### config.mk
export PLATFORM = sky130hd
export DESIGN_NAME = cia_flags
export DESIGN_NICKNAME = d
export VERILOG_FILES = /design/src/include/cia_pkg.sv /design/src/hw/cia_flags.sv
export VERILOG_INCLUDE_DIRS = /design/src /design/src/include
export SDC_FILE = /design/constraint.sdc
export NUM_CORES = 1
export LEC_CHECK = 0
export BUFFER_PORTS_ARGS = -buffer_cell sky130_fd_sc_hd__buf_2
export CORE_MARGIN = 8
export CORE_UTILIZATION = 35
export CTS_CLUSTER_DIAMETER = 100
export DETAILED_ROUTE_END_ITERATION = 8
export PLACE_DENSITY = 0.88
export SETUP_SLACK_MARGIN = 0.2
export SLEW_MARGIN = 20
export SYNTH_ARGS = -nofsm -noshare
export SYNTH_HDL_FRONTEND = slang
export SYNTH_SLANG_ARGS = --single-unit
### constraint.sdc
create_clock -name ref_clk -period 2.7 [get_ports ref_clk]
set_input_delay 0.54 -clock ref_clk [delete_from_list [all_inputs] [get_ports ref_clk]]
set_output_delay 0.54 -clock ref_clk [all_outputs]
set_load 0.05 [all_outputs]
### src/include/cia_map.svh
`ifndef CIA_MAP_SVH
`define CIA_MAP_SVH
// Register byte offsets on the Wishbone slave
`define CIA_FLAGS_OFS      4'h0
`define CIA_STATUS_OFS     4'h4
// Field positions in the flags register
`define CIA_EN_BIT         0
`define CIA_SEL_BIT        1
`define CIA_RSV_BIT        2
`define CIA_LVL_LSB        4
`define CIA_LVL_MSB        6
// Field positions in the status register
`define CIA_ACC_BIT        0
`define CIA_STK_BIT        1
// Reset values
`define CIA_EN_RST         1'b0
`define CIA_SEL_RST        1'b0
`define CIA_LVL_RST        3'h0
// Software interrupt numbers that force the interrupt stack
`define CIA_SWI_LOW_MAX    6'h1F
`endif

### src/include/cia_pkg.sv
package cia_pkg;
  // Request offered by the interrupt controller
  typedef struct packed {
    logic       valid;
    logic [2:0] prio;
  } cia_req_t;
  // Software interrupt instruction event from the sequencer
  typedef struct packed {
    logic       exec;
    logic [5:0] number;
  } cia_swi_t;
endpackage : cia_pkg

### src/hw/cia_flags.sv
// Behaviour
// RULE1: enable flag 0 blocks, 1 allows maskables
// RULE2: any acknowledge clears the enable flag
// RULE3: stack select 0 interrupt SP, 1 user SP
// RULE4: clear stack select on hw ack, swi 0-31
// RULE5: priority level is three bits, levels 0-7
// RULE6: accept only priority strictly above level
// RULE7: reserved bit written 0, reads undefined
// RULE8: accept needs enable and higher priority together
//
// Decided for this implementation: the register addresses and the Wishbone interface to the registers.
`include "cia_map.svh"
`default_nettype none
module cia_flags #(
  parameter int LVL_W = 3
) (
  // Clock and reset
  input  wire logic           ref_clk,
  input  wire logic           rst_n,
  // Wishbone slave
  input  wire logic           wb_cyc_i,
  input  wire logic           wb_stb_i,
  input  wire logic           wb_we_i,
  input  wire logic [3:0]     wb_adr_i,
  input  wire logic [3:0]     wb_sel_i,
  input  wire logic [31:0]    wb_dat_i,
  output logic      [31:0]    wb_dat_o,
  output logic                wb_ack_o,
  // Interrupt controller
  input  wire cia_pkg::cia_req_t intReq,
  output logic                intAck,
  // Non-maskable or other hardware interrupt taken by the core
  input  wire logic           nmiAck,
  // Instruction sequencer
  input  wire cia_pkg::cia_swi_t swiEvt,
  // Stack logic
  output logic                userStackSel
);
  import cia_pkg::*;

  logic             enFlag_q;
  logic             stackSel_q;
  logic [LVL_W-1:0] level_q;
  logic             ackQ_q;
  logic             accept;
  logic             busReq;
  logic             flagsWr;

  // Both conditions judged in the same cycle, so no stale level can admit a request
  assign accept = intReq.valid && enFlag_q                          // [RULE1] [RULE8]
                  && (intReq.prio > level_q);                      // [RULE6] [RULE5]
  assign intAck = accept;

  // Selects the active stack pointer for the stack logic
  assign userStackSel = stackSel_q;                                // [RULE3]

  assign busReq  = wb_cyc_i && wb_stb_i && !wb_ack_o;
  assign flagsWr = busReq && wb_we_i && wb_sel_i[0]
                   && (wb_adr_i == `CIA_FLAGS_OFS);

  // Enable flag: acknowledge wins over a software write in the same cycle
  always_ff @(posedge ref_clk or negedge rst_n) begin
    if (!rst_n) begin
      enFlag_q <= `CIA_EN_RST;
    end else if (accept || nmiAck) begin
      enFlag_q <= 1'b0;                                            // [RULE2]
    end else if (flagsWr) begin
      enFlag_q <= wb_dat_i[`CIA_EN_BIT];                           // [RULE1]
    end
  end

  // Stack select: hardware ack or low software interrupt forces interrupt stack
  always_ff @(posedge ref_clk or negedge rst_n) begin
    if (!rst_n) begin
      stackSel_q <= `CIA_SEL_RST;
    end else if (accept || nmiAck
                 || (swiEvt.exec && swiEvt.number <= `CIA_SWI_LOW_MAX)) begin
      stackSel_q <= 1'b0;                                          // [RULE4]
    end else if (flagsWr) begin
      stackSel_q <= wb_dat_i[`CIA_SEL_BIT];
    end
  end

  // Priority level, software written
  always_ff @(posedge ref_clk or negedge rst_n) begin
    if (!rst_n) begin
      level_q <= `CIA_LVL_RST;
    end else if (flagsWr) begin
      level_q <= wb_dat_i[`CIA_LVL_MSB:`CIA_LVL_LSB];              // [RULE5]
    end
  end

  // Last-acknowledge status, sticky until the next bus read of status
  always_ff @(posedge ref_clk or negedge rst_n) begin
    if (!rst_n) begin
      ackQ_q <= 1'b0;
    end else if (accept) begin
      ackQ_q <= 1'b1;
    end else if (busReq && !wb_we_i && wb_adr_i == `CIA_STATUS_OFS) begin
      ackQ_q <= 1'b0;
    end
  end

  // Bus answer one cycle after the request; unmapped reads return zero
  always_ff @(posedge ref_clk or negedge rst_n) begin
    if (!rst_n) begin
      wb_ack_o <= 1'b0;
      wb_dat_o <= 32'h0;
    end else begin
      wb_ack_o <= busReq;
      wb_dat_o <= 32'h0;
      if (busReq && wb_adr_i == `CIA_FLAGS_OFS) begin
        wb_dat_o[`CIA_EN_BIT]               <= enFlag_q;
        wb_dat_o[`CIA_SEL_BIT]              <= stackSel_q;
        wb_dat_o[`CIA_RSV_BIT]              <= 1'b0;               // [RULE7]
        wb_dat_o[`CIA_LVL_MSB:`CIA_LVL_LSB] <= level_q;
      end else if (busReq && wb_adr_i == `CIA_STATUS_OFS) begin
        wb_dat_o[`CIA_ACC_BIT] <= ackQ_q || accept;
        wb_dat_o[`CIA_STK_BIT] <= stackSel_q;
      end
    end
  end
endmodule : cia_flags
`default_nettype wire

== Word-level counts from Yosys, hierarchy flattened ==
Index checks and enable logic that the tools add are counted.

* Flip-flop bits (word level): 12
* Input bits: 57
* Output and inout bits: 35
* Logic and storage cells: 39

* Order comparisons: 2
* Equality and inequality tests: 1
* Mux-type cells: 9
* Reductions and logical operators: 21

{| class="wikitable"
|+ Operator list
! operator !! count
|-
| logical AND 1 bit || 12
|-
| less-or-equal comparator 6 x 5 -> 1 bit (second input constant) || 1
|-
| two-way mux 1 bit || 6
|-
| nonzero test 2 bit || 3
|-
| == test 4 x 3 -> 1 bit (second input constant) || 1
|-
| zero test 4 bit || 1
|-
| two-way mux 2 bit || 2
|-
| > comparator 3 bit || 1
|-
| logical OR 1 bit || 3
|-
| two-way mux 3 bit || 1
|-
| zero test 1 bit || 2
|}

== Logic depth before layout (Yosys ltp) ==
Gate-level depths: netlist of run 1.

* Depth after elaboration: 7
* Gate-level depth with buffers: 6
* Depth with buffers taken out: 6

== Least setup slack after synthesis of run 1 ==
OpenSTA, ideal clock, no wires.

* Path kind: input -> output
* Start point: in intReq[1] (netlist bit)
* End point: out intAck
* Arrival: 2.561 ns
* Required time: 2.160 ns
* Slack: -0.401 ns
* Stages on the path: 4
* Buffers on the path: 0
* Cell sequence: ha_1 -> nor2b_1 -> o311ai_0 -> a311oi_1

* Longest elaborated chain between the ends: 2

{| class="wikitable"
|+ RTL lines
! what !! line !! RTL
|-
| from (decl) || cia_flags.sv:30 || <nowiki>input wire cia_pkg::cia_req_t intReq,</nowiki>
|-
| > comparator 3 bit || cia_flags.sv:51 || <nowiki>&& (intReq.prio > level_q);</nowiki>
|-
| logical AND 1 bit || cia_flags.sv:51 ||
|-
| to (decl) || cia_flags.sv:31 || <nowiki>output logic intAck,</nowiki>
|}

No other way between the ends.

== Final worst setup path of run 1 ==
* Start point: reg level_q[1]
* End point: out intAck

* Longest elaborated chain between the ends: 2

{| class="wikitable"
|+ RTL lines
! what !! line !! RTL
|-
| from (decl) || cia_flags.sv:43 || <nowiki>logic [LVL_W-1:0] level_q;</nowiki>
|-
| from (signal assigned) || cia_flags.sv:87 || <nowiki>level_q <= `CIA_LVL_RST;</nowiki>
|-
| from (signal assigned) || cia_flags.sv:89 || <nowiki>level_q <= wb_dat_i[`CIA_LVL_MSB:`CIA_LVL_LSB];</nowiki>
|-
| > comparator 3 bit || cia_flags.sv:51 ||
|-
| logical AND 1 bit || cia_flags.sv:51 ||
|}

No other way between the ends.

==> impl_metrics.csv, run 1 <==
group,metric,value,unit
power,p_sw_frac,0.3967,
power,combPwrFrac,0.330,
worst_setup_path,crit_path_max_fanout,4,
finish,antenna_cells,0,
worst_setup_path,reg2regPathDepth,7,
clocking,ctsRootBufferMaster,"clkbuf_4",
finish,final_cell_mix,"buf_2 (28), conb_1 (27), dfrtp_1 (12)",
global_routing,grt_max_degree,13,
timing,fin_tns_setup,0,ps
timing,finalCritPeriodShare,0.8793,
floorplan,start_util,0.3582,
detailed_routing,top_layer,"met3",
clocking,cts_made_buffers,3,
worst_setup_path,cp-end-kind,"primary output",
worst_setup_path,worstSetupPathType,"register to primary output",
clocking,path_clk_slew,70,ps
floorplan,num_rows,17,
detailed_routing,drc,0,
worst_setup_path,crit_arrival,1830,ps
timing,slew_viol_final,0,
finish,area_delta_synth_final,18.55,%
clocking,cts-hold-fix-buffers,0,
timing,tightest_slew,489.8,ps
logic_synthesis,avgSynthCellArea,10.16,um^2
detailed_routing,vias_per_cell,4.022,
finish,final_common_cell,"buf_2",
power,internal-power,263.6,uW
worst_setup_path,timing.rr.start,"level_q[1]",
global_routing,grt_overflow,0,
clocking,cts_tree,"built",
power,peakVddDrop,0.1658,mV
worst_setup_path,cp-start-kind,"register",
power,p_seq_frac,0.430,
floorplan,dieArea,3926,um^2
finish,stdcell_area,903.4,um^2
worst_setup_path,cpMaxStageDelayCell,"a311oi_4",
placement,post-dp-hpwl,1503,um
detailed_routing,wirelength,1688,um
hold_path,hold_path_class,"input port to async pin",
worst_setup_path,worstPathCellList,"inv_1 -> ha_4 -> nor2b_1 -> o311ai_1 -> a311oi_4 -> buf_6",
worst_setup_path,critPathMaxStageDelay,390,ps
clocking,cts_sinks,12,
floorplan,core-area,2127,um^2
global_routing,antenna_found_initial,0,
power,cellPowerDensity,483.6,nW/um^2
finish,finalNetCount,169,
clocking,clk_latency,260,ps
placement,io_buffers,29,
floorplan,die_w,62.66,um
logic_synthesis,synth_flop_cell,"dfrtp_1",
global_routing,grt_pass1_wl,2932,um
logic_synthesis,synth_edf_count,0,
clocking,clk_path_buf_depth,2,
logic_synthesis,ys_ff_latch,12,
flow_run,maxCapViolations,0,
logic_synthesis,async_reset_ff_frac,1.000,
worst_setup_path,regToRegEndpoint,"userStackSel",
logic_synthesis,syn-cell-area,762.0,um^2
placement,place.gp.congestion,0.7660,
detailed_routing,num_vias,543,
worst_setup_path,regToRegSetupSlack,740,ps
power,p_clk_frac,0.240,
floorplan,io_pins,92,
timing,fin_skew,1.961,ps
detailed_routing,post_drt_wl_per_cell,12.50,um
timing,finalSetupViolations,0,
detailed_routing,wl_met2,857,um
timing,max_freq,0.4212,GHz
outcome,status,"finished, final reports clean",
placement,placedCellCount,131,
power,p_switching,173.3,uW
logic_synthesis,synth-seq-area-share,0.3941,
detailed_routing,met1Wirelength,631,um
global_routing,grt_pass1_vias,612,
placement,placed_area,854.6,um^2
logic_synthesis,syn_inst,75,
detailed_routing,ant_nets,0,
detailed_routing,drt_iter0_drc,12,
timing,layout_min_cycle_time,2374,ps
logic_synthesis,yosys_warnings,0,
timing,finalHoldViolations,0,
floorplan,die_h,62.66,um
finish,n_fill_cell,217,
detailed_routing,routed-wl-met3,199,um
logic_synthesis,ys_types,23,
timing,rsz0062_at_grt,"false",
finish,final-instance-count-excl-fill,135,
timing,max-slew-margin-rel,0.6683,
clocking,cts_htree_levels,1,
detailed_routing,drtPass1Iterations,4,
finish,drive_above_1_share,0.3738,
global_routing,track_usage,0.09007,
power,p_leak,0.0005185,uW
worst_setup_path,worstPathRequired,2160,ps
## power groups by stage
stage / Combinational (uW) / Sequential (uW) / Clock, uW
final: 144 / 188 / 105
after global routing: 156 / 188 / 116
after CTS: 140 / 188 / 107
after detailed placement: 139 / 191 / 0
after global placement: 136 / 191 / 0
after floorplan: 139 / 195 / 0
## sequential cells by signal, indices dropped and copies added (netlist names)
register	count
userStackSel	1
wb_ack_o	1
enFlag_q	1
level_q	3
ackQ_q	1
wb_dat_o	5
## through the flow
step                      total power (uW)  hold slack, ps    util  worst slack, ps
final                                436.9           137.4  0.4247            325.9
after global placement               326.8           421.2  0.4018            131.3
after detailed placement             330.7           425.5  0.4018            32.74
after global routing                 460.1           141.4  0.4247            245.1
after floorplan                      334.6           244.4       -            296.1
after CTS                            434.6           137.3  0.4135            228.4
## routing by layer
metal	vias up	track usage
li1	263	-
met1	246	0.08796
met2	34	0.1578
met3	0	0.04659
met4	0	0.03419
met5	-	0
## worst max-delay path by stage
stage          startpoint      to  slack, ps  cells after the start
6_report       level_q[1]  intAck        330                      6
5_1_grt        level_q[1]  intAck        250                      6
4_1_cts        level_q[1]  intAck        230                      6
3_5_place_dp    intReq[1]  intAck         30                      6
3_3_place_gp    intReq[1]  intAck        130                      6
2_1_floorplan   intReq[1]  intAck        300                      4
## area by class of cell
class | instances | area [um^2] | share of cell area
Clock buffer | 3 | 22.52 | 0.02493
Inverter | 6 | 22.52 | 0.02493
Multi-Input combinational cell | 56 | 364.1 | 0.4030
Sequential cell | 12 | 300.3 | 0.3324
Tap cell | 28 | 35.03 | 0.03878
Timing Repair Buffer | 30 | 158.9 | 0.1759
## repair_timing
action / in CTS / in global routing
resized for setup: 2 / 2
endpoints found under the setup margin: 1 / 1
setup buffers: 0 / 1
pin swaps: 1 / 1
## worst max-delay path: cells and delay by family (launching register included)
family / cells / cell delay [ps]
simple gates: 1 / 130
flops: 1 / 320
buf+inv: 2 / 290
fa+ha+maj: 1 / 290
compound gates: 2 / 540
## logic make-up (layout without fill, tap and decap cells)
logic type,Yosys count,count (layout),synth area share
muxes,3,3,0.04105
DFF,12,12,0.3941
buffers and inverters,33,39,0.2956
other,1,27,0.004921
AOI/OAI and AO/OA,7,7,0.08046
and+or+nand+nor,16,16,0.1347
adders and majority gates,3,3,0.04927
## cells in the mapped netlist (2+ instances only)
| master | n | area [um^2] |
|---|---|---|
| nand3b_1 | 2 | 15.01 |
| nor3_1 | 4 | 20.02 |
| inv_1 | 6 | 22.52 |
| buf_4 | 27 | 202.7 |
| mux2i_1 | 2 | 20.02 |
| ha_1 | 3 | 37.54 |
| nand2_1 | 3 | 11.26 |
| dfrtp_1 | 12 | 300.3 |
| o21ai_0 | 2 | 10.01 |
Note: power is estimated with default switching activity, not from simulation.
==> run 2: changes to the inputs <==
--- a/config.mk
+++ b/config.mk
@@ -12,4 +12,5 @@
 export CTS_CLUSTER_DIAMETER = 100
 export DETAILED_ROUTE_END_ITERATION = 8
+export GPL_TIMING_DRIVEN = 0
 export PLACE_DENSITY = 0.88
 export SETUP_SLACK_MARGIN = 0.2
==> constraint.sdc (replaced) <==
create_clock -name ref_clk -period 2.7 [get_ports ref_clk]
set_input_delay 0.675 -clock ref_clk [delete_from_list [all_inputs] [get_ports ref_clk]]
set_output_delay 0.675 -clock ref_clk [all_outputs]
set_load 0.05 [all_outputs]
==> run 2 against run 1 <==
  * Die area unchanged
  * Count of clock-buffer cells in the layout increased by 1
  * Final cell count increased by 21%
  * Flip-flop and latch count unchanged
  * Critical path depth unchanged
  * Maximum frequency decreased by 2.0%
  * Wire length increased by 2.1%
  * Sequential share of layout area decreased by 7.2 points
  * Largest cell class unchanged
==> impl_metrics.csv, run 2 (synthesis results as in run 1) <==
group,metric,value,unit
timing,max_freq,0.4130,GHz
worst_setup_path,crit_start,"intReq[1]",
detailed_routing,wirelength,1724,um
global_routing,busiest_layer,"met2",
finish,largest_reg_flops,5,
worst_setup_path,critical_path.endpoint,"intAck",
timing,layout_min_cycle_time,2421,ps
power,p_clk_frac,0.272,
timing,slew_viol_final,0,
worst_setup_path,regToRegEndpoint,"userStackSel",
clocking,ctsRootBufferMaster,"clkbuf_4",
power,peakVddDrop,0.2107,mV
timing,fin_skew,1.889,ps
floorplan,num_rows,17,
finish,drive_above_1_share,0.5221,
worst_setup_path,reg2regPathDepth,7,
clocking,cts_tree,"built",
timing,finalSetupViolations,0,
power,p_sw_frac,0.3638,
global_routing,track_usage,0.08628,
floorplan,die_w,62.66,um
worst_setup_path,crit_path_max_fanout,2,
worst_setup_path,worstSetupPathType,"input port to primary output",
detailed_routing,post_drt_wl_per_cell,10.51,um
global_routing,met1_usage,0.06889,
placement,place.gp.congestion,0.7123,
outcome,status,"finished, final reports clean",
timing,rsz0062_at_grt,"false",
timing,holdWs,263.9,ps
detailed_routing,drc,0,
worst_setup_path,crit_arrival,1750,ps
floorplan,start_util,0.3582,
finish,area_delta_synth_final,51.23,%
detailed_routing,num_vias,634,
detailed_routing,drtPass1Iterations,2,
detailed_routing,vias_per_cell,3.866,
worst_setup_path,cp-end-kind,"primary output",
hold_path,hold_path_class,"input port to async pin",
floorplan,dieArea,3926,um^2
clocking,cts_htree_levels,1,
clocking,cts-hold-fix-buffers,0,
clocking,cts_made_buffers,3,
finish,regMostFlops,"wb_dat_o",
detailed_routing,drt_iter0_drc,11,
power,p_seq_frac,0.367,
timing,fin_tns_setup,0,ps
finish,post-route-util,0.5418,
placement,placedCellCount,158,
timing,finalHoldViolations,0,
power,p_switching,186.5,uW
global_routing,grt_use_met3,0.05197,
power,p_leak,0.0006831,uW
floorplan,io_pins,92,
timing,finalCritPeriodShare,0.8968,
finish,final_cell_mix,"buf_4 (29), buf_2 (28), conb_1 (27)",
clocking,clk_latency,270,ps
global_routing,grt_overflow,0,
floorplan,core-area,2127,um^2
worst_setup_path,regToRegSetupSlack,980,ps
finish,top_regs,"wb_dat_o (5), level_q (3)",
placement,post-dp-hpwl,1575,um
clocking,cts_sinks,12,
finish,antenna_cells,0,
power,internal-power,326.2,uW
worst_setup_path,timing.rr.start,"level_q[1]",
flow_run,maxCapViolations,0,
floorplan,die_h,62.66,um
clocking,clk_path_buf_depth,2,
finish,final_common_cell,"buf_4",
clocking,path_clk_slew,70,ps
global_routing,grt_pass1_vias,669,
worst_setup_path,worstPathRequired,2030,ps
global_routing,antenna_found_initial,0,
detailed_routing,ant_nets,0,
power,combPwrFrac,0.361,
worst_setup_path,cp-start-kind,"input port",
global_routing,grtUsageMet2,0.1565,
finish,final-instance-count-excl-fill,164,
global_routing,grt_max_degree,13,
placement,io_buffers,29,
finish,finalNetCount,197,
power,cellPowerDensity,444.9,nW/um^2
global_routing,grt_pass1_wl,2822,um
## run 2: changes by cell type in the layout (fill, tap and decap cells not counted), sizes merged
cell and change:
clkbuf +1, buf +28
## run 2: what timing repair did
item	in CTS	in global routing
endpoints found under the setup margin	1	1
gates resized for setup	3	0
pin swaps	2	1
buffers inserted	2	0
## run 2: worst max-delay path: stages
cell,delay [ps]
buf_2,110
ha_4,260
nor2b_4,150
o311ai_4,90
a311oi_4,250
buf_6,200
## run 2: worst min-delay path by stage
stage                             end  slack, ps
after detailed placement       ackQ_q        480
after CTS                 wb_dat_o[4]        260
final                          ackQ_q        260
after floorplan                ackQ_q        380
after global routing      wb_dat_o[4]        270
after global placement         ackQ_q        450
## run 2: layout make-up
cell class	instances	area [um^2]
inverters	6	22.52
clock buffers	4	36.28
plain buffers	27	202.7
flip-flops and latches	12	300.3
multi-input cells	56	389.1
well taps	28	35.03
fillers	209	974.7
repair buffers	31	166.4
## run 2: metrics by stage
stage | setup slack (ps) | total power [uW] | area, um^2
global placement | 35.26 | 366.4 | 1085
CTS | 208.2 | 515.6 | 1152
finish | 278.6 | 512.6 | 1152
global route | 240.3 | 533.9 | 1152
detailed placement | 34.08 | 370.0 | 1085
floorplan | 224.9 | 341.8 | 904.6
## run 2: power by group through the flow
stage / Sequential [uW] / Clock [uW] / Combinational (uW)
finish: 188 / 139 / 185
global placement: 191 / 0 / 175
detailed placement: 192 / 0 / 178
CTS: 188 / 143 / 184
floorplan: 195 / 0 / 147
global route: 189 / 149 / 197
## run 2: metal layers
metal	share of wire	up-vias	wire [um]
met5	0	-	0
met4	0.0087	0	15
met3	0.13	2	229
met2	0.50	36	857
met1	0.36	276	622
li1	-	320	-
==> run 3: changes to the inputs <==
- ABC_AREA: unset -> 1
- CORE_ASPECT_RATIO: unset -> 1.75
- CORE_UTILIZATION: 35 -> 36
- PLACE_DENSITY: 0.88 -> 0.87
==> run 3 against run 2 <==
  * Die area grew 5.9%
  * First-iteration DRC count up 45%
  * Synthesized cell count is 33% higher
  * Sequential share of layout area decreased by 0.14 points
  * Register-to-register slack better by 390 ps
  * Worst hold slack improved by 38 ps
  * Clock skew is essentially flat
  * Combinational power shrank 8%
  * Area after synthesis increased by 8.9%
  * Critical endpoint unchanged
  * Highest routed layer unchanged
==> impl_metrics.csv, run 3 <==
group,metric,value,unit
timing,holdWs,302.2,ps
finish,final_common_cell,"buf_2",
power,cellPowerDensity,477.5,nW/um^2
global_routing,antenna_found_initial,0,
worst_setup_path,crit_path_max_fanout,5,
global_routing,grt_max_degree,13,
logic_synthesis,synth_top_cell_area_share,0.3620,
power,peakVddDrop,0.3073,mV
worst_setup_path,regToRegEndpoint,"userStackSel",
floorplan,io_pins,92,
clocking,clk_path_buf_depth,2,
finish,regMostFlops,"wb_dat_o",
worst_setup_path,worstPathRequired,2030,ps
clocking,cts_sinks,12,
timing,layout_min_cycle_time,2368,ps
logic_synthesis,ys_ff_latch,12,
logic_synthesis,ys_types,19,
finish,drive_above_1_share,0.4151,
clocking,clk_latency,240,ps
detailed_routing,vias_per_cell,3.788,
flow_run,maxCapViolations,0,
power,p_leak,0.0007847,uW
worst_setup_path,cp-end-kind,"primary output",
finish,final_cell_mix,"buf_2 (29), buf_4 (27), conb_1 (27)",
timing,slew_viol_final,0,
clocking,post_cts_resized,0,
detailed_routing,drtPass1Iterations,4,
timing,finalCritPeriodShare,0.8770,
timing,setup_ws,332.0,ps
timing,finalSetupViolations,0,
timing,fin_tns_setup,0,ps
floorplan,start_util,0.3696,
timing,max_freq,0.4223,GHz
logic_synthesis,ys_top_cells_by_count,"buf_4 (27), inv_1 (16), dfrtp_1 (12)",
logic_synthesis,synth_flop_cell,"dfrtp_1",
floorplan,die_w,52.29,um
placement,place.gp.congestion,0.7367,
clocking,path_clk_slew,50,ps
placement,post-place-ws,308.5,ps
worst_setup_path,timing.rr.start,"level_q[2]",
outcome,status,"finished, final reports clean",
floorplan,dieArea,4157,um^2
logic_synthesis,synth_top_cell_by_area,"dfrtp_1",
worst_setup_path,crit_arrival,1690,ps
finish,largest_reg_flops,5,
logic_synthesis,synth_area_leaders,"dfrtp_1 (36%), buf_4 (24%), inv_1 (7.2%), nand2_1 (5.0%), ha_1 (4.5%)",
detailed_routing,num_vias,697,
placement,post-dp-hpwl,1617,um
clocking,ctsRootBufferMaster,"clkbuf_8",
worst_setup_path,cp-start-kind,"input port",
logic_synthesis,synth-seq-area-share,0.3620,
detailed_routing,wirelength,1772,um
global_routing,track_usage,0.08707,
timing,rsz0062_at_grt,"false",
finish,area_delta_synth_final,39.67,%
detailed_routing,post_drt_wl_per_cell,9.630,um
detailed_routing,drc,0,
timing,fin_skew,2.315,ps
detailed_routing,ant_nets,0,
clocking,cts-hold-fix-buffers,0,
floorplan,num_rows,23,
global_routing,grt_pass1_wl,2863,um
logic_synthesis,synth_edf_count,0,
floorplan,die_h,79.50,um
worst_setup_path,worstSetupPathType,"input port to primary output",
logic_synthesis,syn_inst,100,
finish,antenna_cells,0,
logic_synthesis,yosys_warnings,0,
finish,top_regs,"wb_dat_o (5), level_q (3)",
clocking,cts_made_buffers,3,
logic_synthesis,async_reset_ff_frac,1.000,
worst_setup_path,reg2regPathDepth,7,
logic_synthesis,avgSynthCellArea,8.295,um^2
global_routing,grt_pass1_vias,743,
global_routing,grt_overflow,0,
timing,finalHoldViolations,0,
clocking,cts_setup_buffers,0,
placement,io_buffers,29,
detailed_routing,drt_iter0_drc,16,
hold_path,hold_path_class,"input port to async pin",
floorplan,core-area,2245,um^2
clocking,cts_htree_levels,1,
worst_setup_path,regToRegSetupSlack,1370,ps
logic_synthesis,yosysMostFrequentCell,"buf_4",
logic_synthesis,syn-cell-area,829.5,um^2
finish,finalNetCount,220,
clocking,cts_tree,"built",
==> run 3: changes by cell type after synthesis, sizes merged, moves of 2 or more <==
cell / change
a21oi: +6
inv: +10
mux2i: -2
nand2: +10
nand3: +7
nor2: +10
nor3: -4
==> run 3: report_power, final <==
group / switching (uW) / internal [uW] / leakage (uW)
Clock: 64.4 / 129 / 0.0000288
Combinational: 120 / 50.0 / 0.000607
Sequential: 2.50 / 187 / 0.000149
==> run 3: kinds of logic after synthesis <==
logic type	after synthesis	share of synthesized area
AOI/OAI and AO/OA	8	0.05580
DFF	12	0.3620
adders and majority gates	3	0.04525
other	1	0.004521
buffers and inverters	43	0.3167
and+or+nand+nor	33	0.2157
==> run 3: how the worst max path moves through the flow <==
stage               slack (ps)  cells past startpoint  startpoint     end
floorplan                  490                      6   intReq[2]  intAck
global placement           320                      8   intReq[2]  intAck
detailed placement         310                      8   intReq[2]  intAck
CTS                        300                      8   intReq[2]  intAck
global route               210                      7   intReq[2]  intAck
finish                     330                      8   intReq[2]  intAck
==> run 3: worst max-delay path: stages <==
cell     delay [ps]
buf_2           100
ha_1            310
nand3_1          70
nand2_1          50
inv_1            40
nand2_1         120
inv_1            70
buf_2           260
==> run 3: layout make-up <==
cell class / count / area (um^2)
clock buffer: 4 / 55.05
sequential: 12 / 300.3
fill: 221 / 1086
inverter: 16 / 60.06
timing repair buffer: 29 / 145.1
tap: 25 / 31.28
buffer: 27 / 202.7
multi-input combinational: 71 / 364.1
==> run 3: layer usage <==
metal,global-route usage,wire [um]
met1,0.07978,657
met2,0.1504,827
met3,0.05224,272
met4,0.03125,15
met5,0,0
==> run 3: through the flow <==
stage / std cells / util / cell area, um^2 / power (uW)
finish: 184 / 0.5162 / 1159 / 553.3
global route: 184 / 0.5162 / 1159 / 580.5
CTS: 184 / 0.5162 / 1159 / 555.2
detailed placement: 180 / 0.4916 / 1104 / 361.7
global placement: 180 / 0.4916 / 1104 / 358.8
floorplan: 126 / - / 927.1 / 335.1
